### config.mk
export PLATFORM = sky130hd
export DESIGN_NAME = smw_wait_ext
export DESIGN_NICKNAME = d
export VERILOG_FILES = /design/src/hdl/smw_pkg.sv /design/src/hdl/smw_wait_ext.sv
export SDC_FILE = /design/constraint.sdc
export NUM_CORES = 1
export LEC_CHECK = 0
export ABC_AREA = 1
export BUFFER_PORTS_ARGS = -buffer_cell sky130_fd_sc_hd__clkbuf_2
export CAP_MARGIN = 20
export CORE_MARGIN = 1.5
export CORE_UTILIZATION = 50
export DETAILED_ROUTE_END_ITERATION = 6
export GPL_TIMING_DRIVEN = 0
export PLACE_DENSITY = 0.79
export SYNTH_ARGS = -nofsm -noshare
export SYNTH_HDL_FRONTEND = slang
export SYNTH_SLANG_ARGS = --single-unit
export TNS_END_PERCENT = 50
### constraint.sdc
create_clock -name clk_sys -period 2 [get_ports clk_sys]
set_clock_uncertainty 0.1 [all_clocks]
set_input_delay 0.2 -clock clk_sys [delete_from_list [all_inputs] [get_ports clk_sys]]
set_output_delay 0.2 -clock clk_sys [all_outputs]
set_load 0.01 [all_outputs]
### src/hdl/smw_pkg.sv
// shared constants for the static memory wait extension block
package smw_pkg;
   localparam int          ADDR_W       = 24;
   localparam int          DATA_W       = 16;
   localparam int          LANE_W       = 2;
   localparam int          WS_W         = 5;
   localparam logic [4:0]  WS_MIN_HOLD  = 5'h02;
   localparam logic [1:0]  DONE_CYCLES  = 2'h3;
   localparam logic [1:0]  RECOG_CYCLES = 2'h2;
   localparam logic [ADDR_W-1:0] ADDR_RST = 24'h00_0000;
   localparam logic [LANE_W-1:0] LANE_OFF_N = 2'h3;
   typedef enum logic [1:0] {
      SMW_IDLE,
      SMW_WAIT,
      SMW_DONE
   } smw_state_e;
endpackage : smw_pkg

### src/hdl/smw_wait_ext.sv
// static memory access sequencer with external hold extension
// Contract
// - sample the hold input every clock of an access
// - cycle of chip select assertion is the first wait state
// - asserted hold is recognised within two clocks
// - wait phase lasts N clocks or until hold is seen high again, later wins
// - after hold release the access finishes in three clocks
// - only the byte lanes being transferred are enabled
`timescale 1ns/10ps
module smw_wait_ext (
   // clock and reset
   input  wire logic                        clk_sys,
   input  wire logic                        arst_n,
   // internal request side
   input  wire logic                        req_valid,
   input  wire logic                        req_write,
   input  wire logic [smw_pkg::ADDR_W-1:0]  req_addr,
   input  wire logic [smw_pkg::LANE_W-1:0]  req_lanes,
   input  wire logic [smw_pkg::WS_W-1:0]    req_wait_states,
   output logic                             req_ready_ff,
   output logic                             req_done_ff,
   // external memory side
   input  wire logic                        ext_hold_n,
   output logic                             bank_select_n_ff,
   output logic                             write_en_n_ff,
   output logic                             output_en_n_ff,
   output logic [smw_pkg::ADDR_W-1:0]       mem_addr_ff,
   output logic [smw_pkg::LANE_W-1:0]       byte_lane_en_n_ff
);
   smw_pkg::smw_state_e               state_ff;
   smw_pkg::smw_state_e               nxt_state;
   logic [smw_pkg::WS_W-1:0]          ws_cnt_ff;
   logic [smw_pkg::WS_W-1:0]          nxt_ws_cnt;
   logic [1:0]                        done_cnt_ff;
   logic [1:0]                        nxt_done_cnt;
   logic                              hold_seen_ff;
   logic                              nxt_hold_seen;
   logic                              nxt_select_n;
   logic                              nxt_write_en_n;
   logic                              nxt_output_en_n;
   logic [smw_pkg::ADDR_W-1:0]        nxt_addr;
   logic [smw_pkg::LANE_W-1:0]        nxt_lanes_n;
   logic                              nxt_ready;
   logic                              nxt_done;
   logic [smw_pkg::WS_W-1:0]          ws_prog_ff;
   logic [smw_pkg::WS_W-1:0]          nxt_ws_prog;

   // one register stage of the hold input gives recognition in two clocks
   always_comb begin
      nxt_hold_seen    = ~ext_hold_n;
      nxt_state        = state_ff;
      nxt_ws_cnt       = ws_cnt_ff;
      nxt_done_cnt     = done_cnt_ff;
      nxt_select_n     = bank_select_n_ff;
      nxt_write_en_n   = write_en_n_ff;
      nxt_output_en_n  = output_en_n_ff;
      nxt_addr         = mem_addr_ff;
      nxt_lanes_n      = byte_lane_en_n_ff;
      nxt_ready        = 1'b0;
      nxt_done         = 1'b0;
      nxt_ws_prog      = ws_prog_ff;
      unique case (state_ff)
         smw_pkg::SMW_IDLE: begin
            nxt_ready = 1'b1;
            if (req_valid && req_ready_ff) begin
               nxt_ready       = 1'b0;
               nxt_state       = smw_pkg::SMW_WAIT;
               nxt_select_n    = 1'b0;
               nxt_write_en_n  = ~req_write;
               nxt_output_en_n = req_write;
               nxt_addr        = req_addr;
               nxt_lanes_n     = ~req_lanes;
               nxt_ws_prog     = req_wait_states;
               // select cycle is counted as wait state one
               nxt_ws_cnt      = 5'h01;
            end
         end
         smw_pkg::SMW_WAIT: begin
            if (ws_cnt_ff != 5'h1f) begin
               nxt_ws_cnt = ws_cnt_ff + 5'h01;
            end
            // leave only when count reached and hold idle now and last clock
            // raw sample: catches a hold that starts in the last count cycle
            // registered sample: release is taken one clock after it rises
            if (ws_cnt_ff >= ws_prog_ff && ext_hold_n
                  && !hold_seen_ff) begin
               nxt_state    = smw_pkg::SMW_DONE;
               nxt_done_cnt = 2'h1;
            end
         end
         smw_pkg::SMW_DONE: begin
            // signals held through completion
            nxt_done_cnt = done_cnt_ff + 2'h1;
            if (done_cnt_ff == smw_pkg::DONE_CYCLES) begin
               nxt_state       = smw_pkg::SMW_IDLE;
               nxt_select_n    = 1'b1;
               nxt_write_en_n  = 1'b1;
               nxt_output_en_n = 1'b1;
               nxt_lanes_n     = smw_pkg::LANE_OFF_N;
               nxt_done_cnt    = 2'h0;
               nxt_done        = 1'b1;
            end
         end
      endcase
   end

   always_ff @(posedge clk_sys or negedge arst_n) begin
      if (!arst_n) begin
         state_ff          <= smw_pkg::SMW_IDLE;
         ws_cnt_ff         <= 5'h00;
         done_cnt_ff       <= 2'h0;
         hold_seen_ff      <= 1'b0;
         bank_select_n_ff  <= 1'b1;
         write_en_n_ff     <= 1'b1;
         output_en_n_ff    <= 1'b1;
         mem_addr_ff       <= smw_pkg::ADDR_RST;
         byte_lane_en_n_ff <= smw_pkg::LANE_OFF_N;
         req_ready_ff      <= 1'b0;
         req_done_ff       <= 1'b0;
         ws_prog_ff        <= 5'h00;
      end else begin
         state_ff          <= nxt_state;
         ws_cnt_ff         <= nxt_ws_cnt;
         done_cnt_ff       <= nxt_done_cnt;
         hold_seen_ff      <= nxt_hold_seen;
         bank_select_n_ff  <= nxt_select_n;
         write_en_n_ff     <= nxt_write_en_n;
         output_en_n_ff    <= nxt_output_en_n;
         mem_addr_ff       <= nxt_addr;
         byte_lane_en_n_ff <= nxt_lanes_n;
         req_ready_ff      <= nxt_ready;
         req_done_ff       <= nxt_done;
         ws_prog_ff        <= nxt_ws_prog;
      end
   end
endmodule : smw_wait_ext

==> key figures, run 1 <==
Pwr
  – Flop pwr share: 39.5%
  – Leak Pwr: 1.41 nW
  – Clock group share of total power: 16.3%
  – Switching Share: 36.7%
  – Sw power: 1.53 mW
  – Comb pwr share: 44.3%
  – VDD IR-drop max: 1.23 mV
  – Pwr Density: 1580 nW/um2
  – P_int: 2.64 mW
  – Overall power: 4.17 mW

Logic synthesis
  – Ys Warns: 0
  – Seq/Total Area, Yosys: 56.0%
  – Mean Syn Cell Area: 11.2 um2
  – Synth Instances: 185
  – Count of state elements after synthesis: 46
  – Synth cell types: 18
  – Net Count, Synth: 232
  – Netlist Area Pre-Place: 2070 um2

Setup path
  – R2R setup slack: 0.18 ns
  – CP peak stage delay: 0.40 ns
  – Worst Path Buf+Inv: 1
  – Crit path DAT: 1.90 ns
  – R2R cell count: 8
  – Startpoint types: register
  – Most frequent CP cell: ha_1
  – WP data required: 2.08 ns
  – Crit end category: register
  – Critical path class: register to register
  – Slowest cell on the critical path: dfrtp_1
  – CP max FO: 8
  – Reg-to-Reg Start: ws_cnt_ff[0]$_DFFE_PN0P_
  – Crit-path cells: ha_1, inv_1, nor3_1, ha_1, nor2_4, o21ai_4, o21ai_0, nor3b_2
  – Cell family with most CP delay: adder cells
  – Crit Reg-Reg Endpoint: ws_cnt_ff[3]$_DFFE_PN0P_

Routing
  – Post-DR wirelength/cell: 12.2 um
  – DR DRC count: 0
  – Vias: 1489
  – M1 WL: 1600 um
  – Initial drt markers: 40
  – Met3 Wirelength: 170 um
  – Top Layer Used: met4
  – Met2 Wirelength: 1990 um
  – DR vias/cell: 4.74
  – Final WL: 3830 um
  – Total iterations of the first detailed-routing run: 4
  – Final ANT Viol Nets: 0

Clock network
  – Root Buffer Master: clkbuf_8
  – CTS H-Tree Depth: 2
  – Clk slew on worst S/H paths: 0.08 ns
  – Clk_lat worst skew: 0.30 ns
  – TritonCTS clock tree: done
  – Maximum buffer depth of the clock tree: 2
  – Num CTS Buffers: 5
  – CTS Sinks: 46

Cells and area
  – Filler cell count: 323
  – Leading cell types in the layout, fill and taps excluded: 66 x clkbuf_2, 41 x dfrtp_1, 37 x nand2_1
  – Layout cells sized above 1: 44.7%
  – Nets@finish: 310
  – Most common cell after layout, fill and taps aside: clkbuf_2
  – Diode count: 0
  – Syn-to-layout area delta: 27.7%

Floorplanning
  – Num rows: 23
  – Die Height: 67.3 um
  – Die area: 4530 um2
  – Starting Density: 52.0%
  – Chip Width: 67.3 um
  – Core footprint: 3970 um2
  – Top Ports: 67

Hold path
  – Hold Path Cell Cnt: 4
  – Hold crit path type: input pin to register
  – Hold_sp: req_lanes[0]
  – Hold Path Sink: byte_lane_en_n_ff[0]$_DFFE_PN1P_

Timing
  – Final setup viols: 0
  – Min cycle time layout: 1.82 ns
  – Max_slew headroom: 56.4%
  – Final slew viol count: 0
  – Final Hold Violating Endpoints: 0
  – Final setup TNS: 0 ns
  – RSZ-0062 raised after global routing: false
  – Hold Worst Slack: 0.0142 ns
  – Worst Tran Pin Value: 0.655 ns
  – Final period util: 91.0%
  – Peak Freq: 549 MHz

Global route
  – Vias in the first global route: 1358
  – Grt total ovfl: 0
  – First-pass GRT wire length: 6000 um
  – Initial antenna violation count: 0
  – Largest net degree at the start of global routing: 25
  – GR Util All Layers: 18.3%

Placement
  – Final GP Congestion: 0.764
  – IO buf count: 66
  – Post-DP HPWL: 2940 um

Outcome
  – Status: finished clean

Run
  – Max cap viols: 0
[cells in the mapped netlist (all sizes together)]
cell | number | area, um2
dfrtp | 41 | 1030
nand2 | 37 | 139
mux2 | 25 | 282
inv | 22 | 82.6
ha | 11 | 138
nor2 | 10 | 45.0
nand3 | 9 | 50.1
o21ai | 9 | 56.3
a21oi | 6 | 30.0
dfstp | 5 | 131
nor3 | 4 | 20.0
buf | 3 | 33.8
a32o | 2 | 20.0
nor3b | 1 | 12.5
[state kept, by name (all words and copies together), names as in the netlist]
name / flops
output_en_n_ff: 1
req_ready_ff: 1
write_en_n_ff: 1
hold_seen_ff: 1
bank_select_n_ff: 1
mem_addr_ff: 24
state_ff: 2
done_cnt_ff: 2
req_done_ff: 1
byte_lane_en_n_ff: 2
ws_prog_ff: 5
ws_cnt_ff: 5
[worst register-to-register path, stage by stage, from the launching register on]
cell	delay, ns
dfrtp_1	0.40
ha_1	0.18
inv_1	0.05
nor3_1	0.17
ha_1	0.24
nor2_4	0.07
o21ai_4	0.23
o21ai_0	0.11
nor3b_2	0.16
[power by group through the flow]
| stage | clock, mW | combinational (mW) | sequential, mW |
|---|---|---|---|
| detailed placement | 0 | 1.82 | 1.66 |
| floorplan | 0 | 1.08 | 1.79 |
| CTS | 0.693 | 1.83 | 1.65 |
| finish | 0.677 | 1.85 | 1.65 |
| global placement | 0 | 1.74 | 1.64 |
| global route | 0.725 | 2.12 | 1.71 |
[what timing repair did]
item | CTS | global route
hold buffers | 2 | 0
buffers inserted | 0 | 2
endpoints found under the hold margin | 22 | 0
endpoints found under the setup margin | 0 | 2
gates resized for setup | 0 | 1
[worst max path at each step]
stage | from | to | slack, ns | cells past startpoint
2_1_floorplan | ws_cnt_ff[1]$_DFFE_PN0P_ | ws_cnt_ff[3]$_DFFE_PN0P_ | 0.35 | 8
6_report | ws_cnt_ff[0]$_DFFE_PN0P_ | ws_cnt_ff[3]$_DFFE_PN0P_ | 0.18 | 8
5_1_grt | ws_cnt_ff[1]$_DFFE_PN0P_ | ws_cnt_ff[3]$_DFFE_PN0P_ | 0.03 | 8
4_1_cts | ws_cnt_ff[1]$_DFFE_PN0P_ | ws_cnt_ff[3]$_DFFE_PN0P_ | 0.1 | 8
3_5_place_dp | ws_cnt_ff[1]$_DFFE_PN0P_ | ws_cnt_ff[3]$_DFFE_PN0P_ | 0.13 | 8
3_3_place_gp | ws_cnt_ff[1]$_DFFE_PN0P_ | ws_cnt_ff[3]$_DFFE_PN0P_ | 0.19 | 8
[per-stage QoR]
stage	setup slack (ns)	cells	util [%]	instance area [um2]
final	0.180	314	66.4	2640
after global routing	0.0315	314	66.4	2640
after CTS	0.0954	312	65.9	2620
after detailed placement	0.131	302	62.6	2490
after global placement	0.192	301	61.9	2460
after floorplan	0.351	185	-	2070
[per-layer routing]
layer | global-route usage, % | vias up
met2 | 32.4 | 35
met1 | 20.7 | 690
met4 | 8.42 | 0
li1 | - | 759
met3 | 4.50 | 5
met5 | 0 | -
[layout make-up]
type | instances | area [um2] | share of cell area, %
Clock inverter | 2 | 37.5 | 1.42
Buffer | 3 | 33.8 | 1.28
Clock buffer | 6 | 72.6 | 2.75
Tap cell | 50 | 62.6 | 2.37
Inverter | 22 | 82.6 | 3.13
Timing Repair Buffer | 71 | 393 | 14.9
Sequential cell | 46 | 1160 | 43.9
Multi-Input combinational cell | 114 | 800 | 30.3
[cell families after synthesis]
kind of cell             synth area share, %
AO/OA/AOI/OAI                           5.15
adder cells (fa/ha/maj)                 6.66
buffers and inverters                   5.63
flip-flops                              56.0
multiplexers                            13.6
AND/OR/NAND/NOR                         12.9
Note: power is estimated with default switching activity, not from simulation.
==> run 2: changes to the inputs <==
--- a/config.mk
+++ b/config.mk
@@ -9,10 +9,9 @@
 export BUFFER_PORTS_ARGS = -buffer_cell sky130_fd_sc_hd__clkbuf_2
 export CAP_MARGIN = 20
 export CORE_MARGIN = 1.5
-export CORE_UTILIZATION = 50
+export CORE_UTILIZATION = 23
 export DETAILED_ROUTE_END_ITERATION = 6
 export GPL_TIMING_DRIVEN = 0
-export PLACE_DENSITY = 0.79
 export SYNTH_ARGS = -nofsm -noshare
 export SYNTH_HDL_FRONTEND = slang
 export SYNTH_SLANG_ARGS = --single-unit
==> run 2 against run 1 <==
Compared with the run above:
- clock power is 15% lower
- critical path depth unchanged
- clock-buffer cell count down 1
- largest cell class unchanged
==> key figures, run 2 (synthesized netlist as in run 1, its figures left out) <==
Setup path
  – WP data required: 2.07 ns (about the same)
  – Crit end category: register
  – R2R setup slack: 0.19 ns (about the same)
  – Crit path DAT: 1.89 ns (about the same)
  – Critical path class: register to register
  – Worst Path Buf+Inv: 1 (unchanged)
  – Slowest cell on the critical path: dfrtp_1
  – Cell family with most CP delay: adder cells
  – Startpoint types: register
  – CP max FO: 8 (unchanged)
  – Crit-path cells: ha_1, inv_1, nor3_2, ha_2, nor2_4, o21ai_4, o21ai_0, nor3b_2
  – CP peak stage delay: 0.41 ns (about the same)

Global route
  – GR Util All Layers: 8.92% (-9.4 points)
  – Initial antenna violation count: 0 (unchanged)
  – Grt total ovfl: 0 (unchanged)
  – First-pass GRT wire length: 7040 um (+17%)
  – Largest net degree at the start of global routing: 34 (+36%)
  – Vias in the first global route: 1548 (+14%)

Placement
  – IO buf count: 66 (unchanged)
  – Final GP Congestion: 0.746 (-2.3%)
  – Post-DP HPWL: 3080 um (+4.8%)
  – Pre-CTS setup slack: 0.0483 ns (-0.0831 ns)

Clock network
  – CTS Sinks: 46 (unchanged)
  – Maximum buffer depth of the clock tree: 2 (unchanged)
  – Clk_lat worst skew: 0.30 ns (about the same)
  – CTS H-Tree Depth: 2 (unchanged)
  – Num CTS Buffers: 5 (unchanged)
  – TritonCTS clock tree: done
  – Clk slew on worst S/H paths: 0.10 ns (+0.02 ns)
  – Root Buffer Master: clkbuf_8

Timing
  – Max_slew headroom: 73.5% (+17 points)
  – Worst Tran Pin Value: 0.397 ns (-0.257 ns)
  – Final worst setup slack: 0.186 ns (+0.00681 ns)
  – RSZ-0062 raised after global routing: false
  – Hold Worst Slack: 0.0238 ns (+0.00956 ns)
  – Final slew viol count: 0 (unchanged)
  – Peak Freq: 551 MHz (+0.38%)
  – Final Hold Violating Endpoints: 0 (unchanged)
  – Final setup TNS: 0 ns (unchanged)
  – Final setup viols: 0 (unchanged)
  – Final period util: 90.7% (-0.34 points)
  – Min cycle time layout: 1.81 ns (-0.00681 ns)

Routing
  – DR vias/cell: 4.05 (-15%)
  – Initial drt markers: 35 (-13%)
  – Final ANT Viol Nets: 0 (unchanged)
  – Post-DR wirelength/cell: 10.9 um (-10%)
  – Final WL: 4060 um (+5.9%)
  – Vias: 1504 (+1.0%)
  – Total iterations of the first detailed-routing run: 4 (unchanged)
  – DR DRC count: 0 (unchanged)

Floorplanning
  – Num rows: 34 (+48%)
  – Chip Width: 97.8 um (+45%)
  – Die area: 9560 um2 (+110%)
  – Starting Density: 23.7% (-28 points)
  – Core footprint: 8720 um2 (+120%)
  – Top Ports: 67 (unchanged)
  – Die Height: 97.8 um (+45%)

Hold path
  – Hold crit path type: input pin to register

Cells and area
  – Max FFs per register: 24 (unchanged)
  – Layout cells sized above 1: 45.2% (+0.55 points)
  – Syn-to-layout area delta: 30.0%
  – Diode count: 0 (unchanged)
  – Biggest regs: mem_addr_ff: 24 flops, ws_cnt_ff: 5 flops, ws_prog_ff: 5 flops
  – Most common cell after layout, fill and taps aside: clkbuf_2
  – Nets@finish: 309 (-0.32%)
  – Largest Register: mem_addr_ff
  – Leading cell types in the layout, fill and taps excluded: 66 x clkbuf_2, 41 x dfrtp_1, 37 x nand2_1

Pwr
  – Pwr Density: 1500 nW/um2 (-4.8%)
  – VDD IR-drop max: 0.618 mV (-50%)
  – Leak Pwr: 1.39 nW (-1.3%)

Outcome
  – Status: finished clean

Run
  – Max cap viols: 0 (unchanged)
run 2: cell count changes in the layout (fill, tap and decap cells not counted), sizes merged:
cell / before / now
clkbuf: 72 / 71
buf: 6 / 4
dlygate4sd3: 2 / 3
bufinv: 1 / 0
clkinv: 0 / 2
run 2: cell type report:
cell class / instances / area [um2]
Fill cell: 909 / 6030
Clock inverter: 3 / 21.3
Inverter: 22 / 82.6
Sequential cell: 46 / 1160
Multi-Input combinational cell: 114 / 807
Tap cell: 108 / 135
Clock buffer: 5 / 68.8
Buffer: 3 / 33.8
Timing Repair Buffer: 70 / 380
run 2: metal layers:
metal / vias to the layer above / part of all wire [%] / GRT usage, %
met5: - / 0 / 0
met4: 0 / 0.22 / 1.32
met1: 697 / 49 / 11.9
li1: 760 / - / -
met2: 45 / 45 / 14.5
met3: 2 / 6.0 / 3.01
run 2: worst min-delay path: stages:
cell	delay [ns]
clkbuf_2	0.09
nand2_1	0.05
nand2_1	0.05
nand2_1	0.04
run 2: path summary, 6_finish.rpt:
path	end	start	cells after the start
min in group asynchronous	mem_addr_ff[11]$_DFFE_PN0P_	arst_n	2
min reg2reg	write_en_n_ff$_DFFE_PN1P_	write_en_n_ff$_DFFE_PN1P_	2
max	ws_cnt_ff[3]$_DFFE_PN0P_	ws_cnt_ff[1]$_DFFE_PN0P_	8
max in group asynchronous	bank_select_n_ff$_DFFE_PN1P_	arst_n	3
min	write_en_n_ff$_DFFE_PN1P_	req_write	4
max reg2reg	ws_cnt_ff[3]$_DFFE_PN0P_	ws_cnt_ff[1]$_DFFE_PN0P_	8
run 2: what timing repair did:
action / 4_1_cts / 5_1_grt
buffers inserted: 0 / 0
setup endpoints to repair: 0 / 2
resized for setup: 0 / 3
endpoints found under the hold margin: 15 / 0
hold buffers: 3 / 0
run 2: metrics by stage:
step / cells / cell area, um2 / power, mW / util (%)
after floorplan: 185 / 2070 / 2.87 / -
after CTS: 371 / 2670 / 4.09 / 30.6
final: 371 / 2690 / 4.04 / 30.8
after global routing: 371 / 2690 / 4.42 / 30.8
after detailed placement: 360 / 2550 / 3.49 / 29.3
after global placement: 359 / 2530 / 3.42 / 29.0
run 2: power breakdown:
group	internal [mW]	total, mW	leakage [nW]	switching [mW]
Clock	0.246	0.578	0.0441	0.332
Combinational	0.832	1.81	0.808	0.983
Sequential	1.41	1.65	0.541	0.234
Total	2.49	4.04	1.39	1.55
==> run 3: changes to the inputs <==
==> constraint.sdc (replaced) <==
create_clock -name clk_sys -period 1.57 [get_ports clk_sys]
set_clock_uncertainty 0.1 [all_clocks]
set_input_delay 0.157 -clock clk_sys [delete_from_list [all_inputs] [get_ports clk_sys]]
set_output_delay 0.157 -clock clk_sys [all_outputs]
set_load 0.01 [all_outputs]
==> run 3 against run 2 <==
Compared with the run above:
- the flow now finishes with violations (setup timing)
- worst hold slack worse by 0.013 ns
- flip-flop and latch count unchanged
- register-to-register slack worse by 0.29 ns
- utilization up 6.4 points
- critical path depth up 1
- via count up 13%
- cell count up 12%
- combinational power up 65%
- worst setup slack worse by 0.29 ns
- critical path type unchanged
- non-clock buffer count up 45
- first-iteration DRC count down 14%
==> key figures, run 3 (synthesized netlist as in run 1, its figures left out) <==
Clock network
  – TritonCTS clock tree: done
  – Root Buffer Master: clkbuf_8
  – CTS Sinks: 46 (unchanged)
  – Clk slew on worst S/H paths: 0.10 ns (about the same)
  – Num CTS Buffers: 5 (unchanged)
  – CTS H-Tree Depth: 2 (unchanged)
  – Clk_lat worst skew: 0.30 ns (about the same)
  – Maximum buffer depth of the clock tree: 2 (unchanged)

Timing
  – Max_slew headroom: 69.4% (-4.1 points)
  – Final setup TNS: -0.326 ns (-0.326 ns)
  – Final Hold Violating Endpoints: 0 (unchanged)
  – Hold Worst Slack: 0.0109 ns (-0.0129 ns)
  – Final worst setup slack: -0.103 ns (-0.289 ns)
  – RSZ-0062 raised after global routing: true
  – Final setup viols: 6 (+6)
  – Worst Tran Pin Value: 0.459 ns (+0.0616 ns)
  – Final slew viol count: 0 (unchanged)
  – Final period util: 107% (+16 points)
  – Peak Freq: 598 MHz (+8.4%)
  – Min cycle time layout: 1.67 ns (-0.141 ns)

Cells and area
  – Post-route cell area: 3250 um2 (+21%)
  – Leading cell types in the layout, fill and taps excluded: 66 x clkbuf_2, 41 x dfrtp_1, 31 x nand2_1
  – Non-Filler Instances: 416 (+12%)
  – Syn-to-layout area delta: 57.2%
  – Most common cell after layout, fill and taps aside: clkbuf_2
  – Max FFs per register: 24 (unchanged)
  – Biggest regs: mem_addr_ff: 24 flops, ws_cnt_ff: 5 flops, ws_prog_ff: 5 flops
  – Largest Register: mem_addr_ff
  – Nets@finish: 354 (+15%)
  – Filler cell count: 865 (-4.8%)
  – Layout cells sized above 1: 50.6% (+5.4 points)
  – Diode count: 0 (unchanged)

Floorplanning
  – Top Ports: 67 (unchanged)
  – Die Height: 97.8 um (unchanged)
  – Chip Width: 97.8 um (unchanged)
  – Die area: 9560 um2 (unchanged)
  – Core footprint: 8720 um2 (unchanged)
  – Num rows: 34 (unchanged)
  – Starting Density: 23.7% (unchanged)

Global route
  – First-pass GRT wire length: 7700 um (+9.4%)
  – Vias in the first global route: 1717 (+11%)
  – Grt total ovfl: 0 (unchanged)
  – Largest net degree at the start of global routing: 31 (-8.8%)
  – Initial antenna violation count: 0 (unchanged)
  – GR Util All Layers: 9.86% (+0.94 points)

Routing
  – DR vias/cell: 4.08 (+0.57%)
  – Final WL: 4550 um (+12%)
  – Vias: 1696 (+13%)
  – Post-DR wirelength/cell: 10.9 um (about the same)
  – Total iterations of the first detailed-routing run: 4 (unchanged)
  – Final ANT Viol Nets: 0 (unchanged)
  – DR DRC count: 0 (unchanged)
  – Initial drt markers: 30 (-14%)

Pwr
  – Overall power: 5.99 mW (+48%)
  – Leak Pwr: 1.62 nW (+16%)
  – VDD IR-drop max: 0.908 mV (+47%)
  – Pwr Density: 1840 nW/um2 (+23%)

Placement
  – Dpl cells: 360 (unchanged)
  – IO buf count: 66 (unchanged)
  – Final GP Congestion: 0.740 (-0.82%)
  – Post-DP HPWL: 3120 um (+1.4%)
  – Dpl cell area: 2570 um2 (+0.69%)

Setup path
  – CP peak stage delay: 0.37 ns (-0.04 ns)
  – Crit-path cells: ha_2, inv_2, nor3_2, ha_2, nor2_4, o21ai_4, buf_4, nor3_1, a21oi_1
  – CP max FO: 7 (-1)
  – WP data required: 1.69 ns (-0.38 ns)
  – Slowest cell on the critical path: dfrtp_1
  – Critical path class: register to register
  – Most frequent CP cell: ha_2
  – Crit end category: register
  – Crit path DAT: 1.80 ns (-0.09 ns)
  – Startpoint types: register

Outcome
  – Status: finished with violations
  – Failing checks: setup timing

Hold path
  – Hold crit path type: input pin to register

Run
  – Max cap viols: 0 (unchanged)
run 3: cell types whose count changed in the layout (fill, tap and decap cells not counted), moves of 2 or more:
| cell | before | now |
|---|---|---|
| dlygate4sd3_1 | 3 | 30 |
| buf_4 | 0 | 15 |
| nand2_1 | 37 | 31 |
| ha_1 | 10 | 5 |
| inv_1 | 19 | 14 |
| nand2_2 | 0 | 5 |
| ha_4 | 0 | 3 |
| inv_2 | 3 | 6 |
| ha_2 | 1 | 3 |
| inv_4 | 0 | 2 |
| nand3_1 | 8 | 6 |
| o21ai_0 | 6 | 4 |
| o21ai_1 | 0 | 2 |
run 3: worst paths after layout:
| kind | startpoint | to | slack (ns) | cells after the start |
|---|---|---|---|---|
| min | req_wait_states[2] | ws_prog_ff[2]$_DFFE_PN0P_ | 0.01 | 3 |
| min in group asynchronous | arst_n | mem_addr_ff[8]$_DFFE_PN0P_ | 0.23 | 2 |
| min reg2reg | write_en_n_ff$_DFFE_PN1P_ | write_en_n_ff$_DFFE_PN1P_ | 0.37 | 2 |
| max | ws_cnt_ff[1]$_DFFE_PN0P_ | ws_cnt_ff[0]$_DFFE_PN0P_ | -0.10 | 9 |
| max in group asynchronous | arst_n | bank_select_n_ff$_DFFE_PN1P_ | 0.56 | 3 |
| max reg2reg | ws_cnt_ff[1]$_DFFE_PN0P_ | ws_cnt_ff[0]$_DFFE_PN0P_ | -0.10 | 9 |
run 3: metal layers:
layer  global-route usage [%]  share of wire, %  wire (um)  vias to the layer above
met3                     2.93               5.1        231                        4
met4                     1.98              0.51         23                        0
met2                     15.8                46       2090                       48
li1                         -                 -          -                      851
met5                        0                 0          0                        -
met1                     13.3                48       2200                      793
run 3: stage by stage:
| step | util, % | setup WS, ns |
|---|---|---|
| after floorplan | - | 0.00483 |
| after global placement | 29.2 | -0.146 |
| after detailed placement | 29.5 | -0.177 |
| after CTS | 35.1 | -0.127 |
| after global routing | 37.2 | -0.213 |
| final | 37.2 | -0.103 |
run 3: worst max-delay path: cells and delay by family, from the launching register on:
family                     cells  cell delay, ns
buffers and inverters          2            0.19
adders and majority gates      2            0.42
AOI/OAI and AO/OA              2            0.30
DFF                            1            0.37
and+or+nand+nor                3            0.22
run 3: cell type report:
type	count	area [um2]	share of cell area, %
Timing Repair Buffer	115	820	25.2
Buffer	3	37.5	1.16
Clock inverter	3	45.0	1.39
Inverter	22	87.6	2.70
Tap cell	108	135	4.16
Multi-Input combinational cell	114	897	27.6
Sequential cell	46	1160	35.6
Clock buffer	5	68.8	2.12
run 3: where the power goes:
group          switching (mW)  internal (mW)
Sequential              0.305           1.80
Clock                   0.424          0.474
Combinational            1.48           1.51
run 3: repair_timing:
item | 4_1_cts | 5_1_grt
endpoints found under the hold margin | 45 | 0
gates resized for setup | 10 | 19
pin swaps | 2 | 9
gates cloned | 0 | 1
buffers inserted | 6 | 11
hold buffers | 30 | 0
setup endpoints to repair | 42 | 40
